## src/rtl/driver_ctrl_pkg.sv

```systemverilog
// Constants for the high-side source and supply/bridge control registers.
// Assumes a core register port delivering decoded 24-bit reads and writes.
// Summary of operation
// - Five 4-bit source fields, bits 15:12 reserved
// - Codes: off, on, timers, PWM one-ten
// - Codes 1110/1111 follow direction outputs one/two
// - Lockout enables reset 1, hold outputs off
// - Lockout clear: auto restart, auto flag clear
// - Standby modes always disable lockout
// - Bit 21 gates buffered overvoltage shutdown
// - Bit 20 gates buffered undervoltage shutdown
// - Regulator undervolt with a supply undervolt forces fail-safe, outputs off
// - Bit 19: battery overvoltage shutdown, else pump-low
// - Bit 18 gates battery undervoltage shutdown
// - Bridge six threshold: 00/11 third level
// - Bridge five threshold, same mapping, 13:12 reserved
// - Bits 11:6 drive bridge switches directly
// - Never both switches of one bridge
// - Same sixteen-code encoding everywhere, off default
package driver_ctrl_pkg;
  localparam int          ADDR_W          = 7;
  localparam int          DATA_W          = 24;
  localparam logic [6:0]  SOURCE_SEL_ADDR = 7'h3C;
  localparam logic [6:0]  SUPPLY_CTL_ADDR = 7'h3D;
  localparam logic [23:0] SOURCE_SEL_RST  = 24'h000000;
  localparam logic [23:0] SUPPLY_CTL_RST  = 24'hFC0000;
  localparam logic [23:0] SOURCE_SEL_MASK = 24'hFF0FFF;
  localparam logic [23:0] SUPPLY_CTL_MASK = 24'hFFCFC0;
  // Source field low bit positions
  localparam int POS_TWELVE = 20;
  localparam int POS_ELEVEN = 16;
  localparam int POS_NINE   = 8;
  localparam int POS_EIGHT  = 4;
  localparam int POS_SEVEN  = 0;
  // Supply and bridge control bit positions
  localparam int POS_BUF_LOCK  = 23;
  localparam int POS_BAT_LOCK  = 22;
  localparam int POS_BUF_OV_SD = 21;
  localparam int POS_BUF_UV_SD = 20;
  localparam int POS_BAT_OV_SD = 19;
  localparam int POS_BAT_UV_SD = 18;
  localparam int POS_B6_OC     = 16;
  localparam int POS_B5_OC     = 14;
  localparam int POS_B6_UPPER  = 11;
  localparam int POS_B6_LOWER  = 10;
  localparam int POS_B5_UPPER  = 9;
  localparam int POS_B5_LOWER  = 8;
  localparam int POS_B4_UPPER  = 7;
  localparam int POS_B4_LOWER  = 6;
  // Source select codes
  localparam logic [3:0] SRC_OFF       = 4'h0;
  localparam logic [3:0] SRC_ON        = 4'h1;
  localparam logic [3:0] SRC_TIMER_ONE = 4'h2;
  localparam logic [3:0] SRC_TIMER_TWO = 4'h3;
  localparam logic [3:0] SRC_PWM_FIRST = 4'h4;
  localparam logic [3:0] SRC_PWM_LAST  = 4'hD;
  localparam logic [3:0] SRC_DIR_ONE   = 4'hE;
  localparam logic [3:0] SRC_DIR_TWO   = 4'hF;
  // Overcurrent level indices
  localparam logic [1:0] OC_LEVEL_ONE   = 2'h1;
  localparam logic [1:0] OC_LEVEL_TWO   = 2'h2;
  localparam logic [1:0] OC_LEVEL_THREE = 2'h3;
  // Order of the synchronised analogue inputs
  localparam int SYN_BUF_OV   = 0;
  localparam int SYN_BUF_UV   = 1;
  localparam int SYN_BAT_OV   = 2;
  localparam int SYN_BAT_UV   = 3;
  localparam int SYN_PUMP_LOW = 4;
  localparam int SYN_REG_UV   = 5;
  localparam int SYN_STANDBY  = 6;
  localparam int SYN_W        = 7;
endpackage

```

## src/rtl/output_driver_control_regs.sv

```systemverilog
// Source selection, supply protection and half-bridge control registers.
// Assumes a core that decodes serial frames into single-cycle register
// strobes, and timer, PWM and direction levels from logic on ref_clk.
`timescale 1ns/100ps
module output_driver_control_regs
  import driver_ctrl_pkg::*;
#(
  parameter int PWM_CHANNELS = 10
) (
  input  wire logic                    ref_clk,
  input  wire logic                    reset,
  input  wire logic                    reg_write,
  input  wire logic                    reg_read,
  input  wire logic [ADDR_W-1:0]       reg_addr,
  input  wire logic [DATA_W-1:0]       reg_wdata,
  output logic      [DATA_W-1:0]       reg_rdata,
  output logic                         reg_rvalid,
  input  wire logic [1:0]              timer_level,
  input  wire logic [PWM_CHANNELS-1:0] pwm_level,
  input  wire logic                    direction_out_one,
  input  wire logic                    direction_out_two,
  input  wire logic [3:0]              fault_flag_clear,
  input  wire logic                    buffered_overvolt_cmp,
  input  wire logic                    buffered_undervolt_cmp,
  input  wire logic                    battery_overvolt_cmp,
  input  wire logic                    battery_undervolt_cmp,
  input  wire logic                    pump_low_threshold,
  input  wire logic                    main_regulator_undervolt,
  input  wire logic                    standby_mode,
  output logic                         high_side_twelve,
  output logic                         high_side_eleven,
  output logic                         high_side_nine,
  output logic                         high_side_eight,
  output logic                         high_side_seven,
  output logic                         bridge_six_upper_on,
  output logic                         bridge_six_lower_on,
  output logic                         bridge_five_upper_on,
  output logic                         bridge_five_lower_on,
  output logic                         bridge_four_upper_on,
  output logic                         bridge_four_lower_on,
  output logic [1:0]                   bridge_six_overcurrent_level,
  output logic [1:0]                   bridge_five_overcurrent_level,
  output logic                         buffered_outputs_enable,
  output logic                         buffered_overvolt_flag,
  output logic                         buffered_undervolt_flag,
  output logic                         battery_overvolt_flag,
  output logic                         battery_undervolt_flag,
  output logic                         fail_safe_mode
);

  logic [DATA_W-1:0] high_side_source_select_a;
  logic [DATA_W-1:0] supply_protect_bridge_ctrl;
  logic [SYN_W-1:0]  cmp_meta;
  logic [SYN_W-1:0]  cmp_sync;
  logic              buf_locked;
  logic              bat_locked;
  logic              buf_shutdown;
  logic              bat_shutdown;
  logic              buf_lock_eff;
  logic              bat_lock_eff;
  logic              fail_now;
  logic              buf_off;
  logic              bat_off;
  logic              next_buf_ov;
  logic              next_buf_uv;
  logic              next_bat_ov;
  logic              next_bat_uv;

  // Level picked by one 4-bit source field
  function automatic logic source_level(input logic [3:0] code,
                                        input logic [1:0] timers,
                                        input logic [PWM_CHANNELS-1:0] pwm,
                                        input logic dir_one,
                                        input logic dir_two);
    logic [3:0] idx;
    idx = code - SRC_PWM_FIRST;
    case (code)
      SRC_OFF:       source_level = 1'b0;
      SRC_ON:        source_level = 1'b1;
      SRC_TIMER_ONE: source_level = timers[0];
      SRC_TIMER_TWO: source_level = timers[1];
      SRC_DIR_ONE:   source_level = dir_one;
      SRC_DIR_TWO:   source_level = dir_two;
      default: begin
        // PWM one to ten in code order; absent channels read low
        if (code <= SRC_PWM_LAST && int'(idx) < PWM_CHANNELS) begin
          source_level = pwm[idx];
        end else begin
          source_level = 1'b0;
        end
      end
    endcase
  endfunction

  // Map threshold code to level; 00 and 11 both mean the third level
  function automatic logic [1:0] oc_level(input logic [1:0] code);
    case (code)
      2'h1:    oc_level = OC_LEVEL_ONE;
      2'h2:    oc_level = OC_LEVEL_TWO;
      default: oc_level = OC_LEVEL_THREE;
    endcase
  endfunction

  // Comparator and mode levels come from the analogue side: two flops
  always_ff @(posedge ref_clk) begin
    if (reset) begin
      cmp_meta <= '0;
      cmp_sync <= '0;
    end else begin
      cmp_meta <= {standby_mode, main_regulator_undervolt, pump_low_threshold,
                   battery_undervolt_cmp, battery_overvolt_cmp,
                   buffered_undervolt_cmp, buffered_overvolt_cmp};
      cmp_sync <= cmp_meta;
    end
  end

  // Source select register; reserved nibble never stored
  always_ff @(posedge ref_clk) begin
    if (reset) begin
      high_side_source_select_a <= SOURCE_SEL_RST;
    end else if (reg_write && reg_addr == SOURCE_SEL_ADDR) begin
      high_side_source_select_a <= reg_wdata & SOURCE_SEL_MASK;
    end
  end

  // Supply and bridge register; interlock never rewrites it
  always_ff @(posedge ref_clk) begin
    if (reset) begin
      supply_protect_bridge_ctrl <= SUPPLY_CTL_RST;
    end else if (reg_write && reg_addr == SUPPLY_CTL_ADDR) begin
      supply_protect_bridge_ctrl <= reg_wdata & SUPPLY_CTL_MASK;
    end
  end

  // Readback, one cycle after the strobe; unmapped addresses read zero
  always_ff @(posedge ref_clk) begin
    if (reset) begin
      reg_rdata  <= '0;
      reg_rvalid <= 1'b0;
    end else begin
      reg_rvalid <= reg_read;
      if (!reg_read) begin
        reg_rdata <= '0;
      end else if (reg_addr == SOURCE_SEL_ADDR) begin
        reg_rdata <= high_side_source_select_a;
      end else if (reg_addr == SUPPLY_CTL_ADDR) begin
        reg_rdata <= supply_protect_bridge_ctrl;
      end else begin
        reg_rdata <= '0;
      end
    end
  end

  // Shutdown requests per supply; standby wipes out lockout
  always_comb begin
    buf_lock_eff = supply_protect_bridge_ctrl[POS_BUF_LOCK] & ~cmp_sync[SYN_STANDBY];
    bat_lock_eff = supply_protect_bridge_ctrl[POS_BAT_LOCK] & ~cmp_sync[SYN_STANDBY];
    buf_shutdown = (cmp_sync[SYN_BUF_OV] & supply_protect_bridge_ctrl[POS_BUF_OV_SD])
                 | (cmp_sync[SYN_BUF_UV] & supply_protect_bridge_ctrl[POS_BUF_UV_SD]);
    // With shutdown disabled the pump-low level still protects the outputs
    bat_shutdown = (cmp_sync[SYN_BAT_OV] & (supply_protect_bridge_ctrl[POS_BAT_OV_SD]
                                            | cmp_sync[SYN_PUMP_LOW]))
                 | (cmp_sync[SYN_BAT_UV] & supply_protect_bridge_ctrl[POS_BAT_UV_SD]);
    fail_now     = cmp_sync[SYN_REG_UV] & (cmp_sync[SYN_BUF_UV] | cmp_sync[SYN_BAT_UV]);
  end

  // Fault flags: set wins over clear; auto-clear once fault ends unlocked
  always_comb begin
    next_buf_ov = buffered_overvolt_flag;
    next_buf_uv = buffered_undervolt_flag;
    next_bat_ov = battery_overvolt_flag;
    next_bat_uv = battery_undervolt_flag;
    if (fault_flag_clear[0]) next_buf_ov = 1'b0;
    if (fault_flag_clear[1]) next_buf_uv = 1'b0;
    if (fault_flag_clear[2]) next_bat_ov = 1'b0;
    if (fault_flag_clear[3]) next_bat_uv = 1'b0;
    if (!buf_lock_eff && !cmp_sync[SYN_BUF_OV] && !cmp_sync[SYN_BUF_UV]) begin
      next_buf_ov = 1'b0;
      next_buf_uv = 1'b0;
    end
    if (!bat_lock_eff && !cmp_sync[SYN_BAT_OV] && !cmp_sync[SYN_BAT_UV]) begin
      next_bat_ov = 1'b0;
      next_bat_uv = 1'b0;
    end
    if (cmp_sync[SYN_BUF_OV]) next_buf_ov = 1'b1;
    if (cmp_sync[SYN_BUF_UV]) next_buf_uv = 1'b1;
    if (cmp_sync[SYN_BAT_OV]) next_bat_ov = 1'b1;
    if (cmp_sync[SYN_BAT_UV]) next_bat_uv = 1'b1;
  end

  // Flag registers
  always_ff @(posedge ref_clk) begin
    if (reset) begin
      buffered_overvolt_flag  <= 1'b0;
      buffered_undervolt_flag <= 1'b0;
      battery_overvolt_flag   <= 1'b0;
      battery_undervolt_flag  <= 1'b0;
    end else begin
      buffered_overvolt_flag  <= next_buf_ov;
      buffered_undervolt_flag <= next_buf_uv;
      battery_overvolt_flag   <= next_bat_ov;
      battery_undervolt_flag  <= next_bat_uv;
    end
  end

  // Lockout latches: held until both flags of the supply are gone or lockout is disabled
  always_ff @(posedge ref_clk) begin
    if (reset) begin
      buf_locked <= 1'b0;
      bat_locked <= 1'b0;
    end else begin
      if (buf_shutdown && buf_lock_eff) begin
        buf_locked <= 1'b1;
      end else if (!buf_lock_eff || (!buffered_overvolt_flag && !buffered_undervolt_flag)) begin
        buf_locked <= 1'b0;
      end
      if (bat_shutdown && bat_lock_eff) begin
        bat_locked <= 1'b1;
      end else if (!bat_lock_eff || (!battery_overvolt_flag && !battery_undervolt_flag)) begin
        bat_locked <= 1'b0;
      end
    end
  end

  // Combined off conditions per supply
  assign buf_off = buf_shutdown | buf_locked | fail_now;
  assign bat_off = bat_shutdown | bat_locked | fail_now;

  // Fail-safe indication and buffered-supply enable for the outer drivers
  always_ff @(posedge ref_clk) begin
    if (reset) begin
      fail_safe_mode          <= 1'b0;
      buffered_outputs_enable <= 1'b0;
    end else begin
      fail_safe_mode          <= fail_now;
      buffered_outputs_enable <= ~buf_off;
    end
  end

  // High-side drivers sit on the battery supply and follow their source
  always_ff @(posedge ref_clk) begin
    if (reset) begin
      high_side_twelve <= 1'b0;
      high_side_eleven <= 1'b0;
      high_side_nine   <= 1'b0;
      high_side_eight  <= 1'b0;
      high_side_seven  <= 1'b0;
    end else begin
      high_side_twelve <= ~bat_off & source_level(high_side_source_select_a[POS_TWELVE+:4],
                          timer_level, pwm_level, direction_out_one, direction_out_two);
      high_side_eleven <= ~bat_off & source_level(high_side_source_select_a[POS_ELEVEN+:4],
                          timer_level, pwm_level, direction_out_one, direction_out_two);
      high_side_nine   <= ~bat_off & source_level(high_side_source_select_a[POS_NINE+:4],
                          timer_level, pwm_level, direction_out_one, direction_out_two);
      high_side_eight  <= ~bat_off & source_level(high_side_source_select_a[POS_EIGHT+:4],
                          timer_level, pwm_level, direction_out_one, direction_out_two);
      high_side_seven  <= ~bat_off & source_level(high_side_source_select_a[POS_SEVEN+:4],
                          timer_level, pwm_level, direction_out_one, direction_out_two);
    end
  end

  // Bridges: a conflicting pair turns both switches off, never both on
  always_ff @(posedge ref_clk) begin
    if (reset) begin
      bridge_six_upper_on  <= 1'b0;
      bridge_six_lower_on  <= 1'b0;
      bridge_five_upper_on <= 1'b0;
      bridge_five_lower_on <= 1'b0;
      bridge_four_upper_on <= 1'b0;
      bridge_four_lower_on <= 1'b0;
    end else begin
      bridge_six_upper_on  <= ~bat_off & supply_protect_bridge_ctrl[POS_B6_UPPER]
                              & ~supply_protect_bridge_ctrl[POS_B6_LOWER];
      bridge_six_lower_on  <= ~bat_off & supply_protect_bridge_ctrl[POS_B6_LOWER]
                              & ~supply_protect_bridge_ctrl[POS_B6_UPPER];
      bridge_five_upper_on <= ~bat_off & supply_protect_bridge_ctrl[POS_B5_UPPER]
                              & ~supply_protect_bridge_ctrl[POS_B5_LOWER];
      bridge_five_lower_on <= ~bat_off & supply_protect_bridge_ctrl[POS_B5_LOWER]
                              & ~supply_protect_bridge_ctrl[POS_B5_UPPER];
      bridge_four_upper_on <= ~bat_off & supply_protect_bridge_ctrl[POS_B4_UPPER]
                              & ~supply_protect_bridge_ctrl[POS_B4_LOWER];
      bridge_four_lower_on <= ~bat_off & supply_protect_bridge_ctrl[POS_B4_LOWER]
                              & ~supply_protect_bridge_ctrl[POS_B4_UPPER];
    end
  end

  // Overcurrent levels for the comparators, registered
  always_ff @(posedge ref_clk) begin
    if (reset) begin
      bridge_six_overcurrent_level  <= OC_LEVEL_THREE;
      bridge_five_overcurrent_level <= OC_LEVEL_THREE;
    end else begin
      bridge_six_overcurrent_level  <= oc_level(supply_protect_bridge_ctrl[POS_B6_OC+:2]);
      bridge_five_overcurrent_level <= oc_level(supply_protect_bridge_ctrl[POS_B5_OC+:2]);
    end
  end

endmodule

```

## config.mk

```make
export PLATFORM = sky130hd
export DESIGN_NAME = output_driver_control_regs
export DESIGN_NICKNAME = d
export VERILOG_FILES = /design/src/rtl/driver_ctrl_pkg.sv /design/src/rtl/output_driver_control_regs.sv
export SDC_FILE = /design/constraint.sdc
export NUM_CORES = 1
export LEC_CHECK = 0
export ABC_AREA = 1
export BUFFER_PORTS_ARGS = -buffer_cell sky130_fd_sc_hd__buf_2
export CORE_MARGIN = 2
export CORE_UTILIZATION = 59
export CTS_BUF_LIST = sky130_fd_sc_hd__clkbuf_4
export CTS_CLUSTER_DIAMETER = 100
export CTS_CLUSTER_SIZE = 25
export DETAILED_ROUTE_END_ITERATION = 12
export PLACE_DENSITY = 0.87
export SLEW_MARGIN = 20
export SYNTH_ARGS = -nofsm -noshare
export SYNTH_HDL_FRONTEND = slang
export SYNTH_SLANG_ARGS = --single-unit
```

## constraint.sdc

```tcl
create_clock -name ref_clk -period 1.8 [get_ports ref_clk]
set_input_delay 0.36 -clock ref_clk [delete_from_list [all_inputs] [get_ports ref_clk]]
set_output_delay 0.36 -clock ref_clk [all_outputs]
set_load 0.1 [all_outputs]
```

==> impl_metrics.csv <==
group,metric,value,unit
placement,dpl_cell_area,0.004783,mm^2
clocking,cts_root_buf,"clkbuf_4",
finish,multiInputGateArea,0.001857,mm^2
placement,dp_slack,336.1,ps
setup_path,critPathMaxStageDelay,440,ps
timing,report.final.slew_viol_count,0,
clocking,cts_tree,"done",
timing,min_period_over_period,91.14,%
timing,setup_viol,0,
timing,whs,98.42,ps
floorplan,die_area,0.007933,mm^2
setup_path,path_class,"reg2out",
floorplan,core,0.007137,mm^2
setup_path,worstPathMaxFanout,3,
finish,design_area,0.004950,mm^2
floorplan,die_x,89.07,um
detailed_routing,drt-initial-drc-count,251,
global_route,grt_overflow_total,0,
detailed_routing,vias,3995,
global_route,antenna_found_initial,0,
clocking,ctsResizeCount,0,
setup_path,arrival,1280,ps
clocking,hold_buffers,0,
detailed_routing,via_per_inst,5.076,
timing,fin_crit,1641,ps
power_and_ir_drop,power.density,767.1,mW/mm^2
placement,globalplace.congestion,0.8923,
floorplan,num_rows,31,
synthesis,syn_area_per_cell,7.211,um^2
synthesis,ys_types,28,
clocking,clockBufferDepth,2,
detailed_routing,postRouteAntennaNets,0,
finish,layout_common_cells,"144 x nand2_1, 101 x buf_2, 96 x dfxtp_1",
timing,fin_skew,13.57,ps
finish,drive_above_1_share,19.62,%
finish,finalNonFillerCells,787,
floorplan,start_util,59.82,%
clocking,clk_latency,440,ps
power_and_ir_drop,vdd_ir_drop_max,0.0006528,V
timing,setup_ws,159.5,ps
setup_path,cp.required,1440,ps
finish,nFillCells,638,
synthesis,syn_area,0.004269,mm^2
detailed_routing,drt-total-wl,9788,um
clocking,cts.clk_slew.worst_paths,140,ps
finish,area_growth,15.94,%
finish,final_common_cell,"nand2_1",
global_route,grt_pass1_wl,15860,um
placement,hpwl,7117,um
global_route,grt_pass1_vias,3757,
setup_path,critPathLaunchType,"flop",
min_path,hold_class,"in2reg",
detailed_routing,post_drt_wl_per_cell,12.44,um
timing,setup_tns,0,ps
detailed_routing,drc,0,
global_route,track_usage,25.69,%
floorplan,ioPinCount,106,
finish,regArea,0.001922,mm^2
timing,fmaxAchievable,609.6,MHz
clocking,cts_sinks,96,
finish,antenna_cells,0,
synthesis,synth_warnings,0,
timing,finalHoldViolations,0,
clocking,cts_setup_buffers,0,
setup_path,cpMaxStageDelayCell,"buf_2",
synthesis,synth_cells,592,
placement,dp.cells,771,
detailed_routing,first_pass_iters,4,
clocking,htreeDepth,3,
synthesis,synth-seq-cells,96,
setup_path,end_kind,"output port",
floorplan,die_h,89.07,um
setup_path,crit_path_cell_trace,"buf_2",
clocking,cts_buffers,9,
job,drv_cap,0,
global_route,grt_max_degree,41,
outcome,run_status,"completed",
synthesis,ys_seq_area_share,45.02,%
timing,rsz0062_at_grt,"no",
finish,nNetsFinal,758,
setup_path,path_buf_inv,1,
setup_path,critical-path-top-delay-family,"buffers and inverters",
placement,numPortBuffers,101,
power_and_ir_drop,p_leak,0.002520,uW
## routing by layer
layer	routed length (um)	track usage, %	vias to the layer above	share of wire, %
met1	4109	30.48	1784	42
met3	730	5.448	19	7.5
met4	222	13.70	0	2.3
met2	4726	43.62	144	48
met5	0	0	-	0
li1	-	-	2048	-
## synthesized netlist by cell type (all sizes together)
master | number | area [um^2]
a21oi | 40 | 200.2
and3b | 1 | 8.760
buf | 18 | 118.9
clkbuf | 10 | 45.04
conb | 1 | 3.750
dfxtp | 96 | 1922
ha | 15 | 187.7
inv | 88 | 330.3
nand2 | 144 | 540.5
nand3 | 48 | 250.2
nand3b | 3 | 22.52
nand4 | 1 | 6.260
nor2 | 57 | 231.5
nor3 | 9 | 56.31
o211ai | 7 | 52.55
o21ai | 37 | 185.2
o22ai | 15 | 93.84
o31ai | 1 | 7.510
or2 | 1 | 6.260
## power by group
part / leakage (uW) / switching [uW] / internal (uW)
logic: 0.00165 / 229 / 101
registers: 0.000778 / 13.0 / 2150
clock network: 0.0000910 / 713 / 587
total: 0.00252 / 955 / 2840
## cell type report
type	count	area share, %
sequential	96	38.83
multi-input combinational	381	37.51
timing repair buffer	107	11.12
inverter	88	6.673
tap	99	2.503
clock inverter	6	1.845
clock buffer	10	1.517
## path summary, 6_finish.rpt
check / start / to / slack [ps] / cells past startpoint
setup / recovery: battery_undervolt_flag / battery_undervolt_flag / 160 / 1
hold / removal: main_regulator_undervolt / cmp_meta[5] / 100 / 3
setup reg to reg: high_side_source_select_a[2] / high_side_seven / 410 / 8
hold reg to reg: cmp_meta[2] / cmp_sync[2] / 410 / 2
## kinds of logic after synthesis
kind of cell	after synthesis	share of synthesized area (%)
flops	96	45.02
buf+inv	116	11.58
simple gates	264	26.29
fa+ha+maj	15	4.396
other cells	1	0.08784
compound gates	100	12.63
## sequential cells by signal (all words and copies together) (netlist names), 2 cells and up
name,flops
bridge_five_overcurrent_level,2
bridge_six_overcurrent_level,2
cmp_meta,7
cmp_sync,7
high_side_source_select_a,20
reg_rdata,22
supply_protect_bridge_ctrl,16
## through the flow
stage | utilization (%) | total power (uW)
floorplan | - | 2414
global placement | 67.02 | 2532
detailed placement | 67.02 | 2540
CTS | 69.35 | 3826
global route | 69.35 | 3945
finish | 69.35 | 3797
No activity file was read; power rests on OpenSTA's default activity.
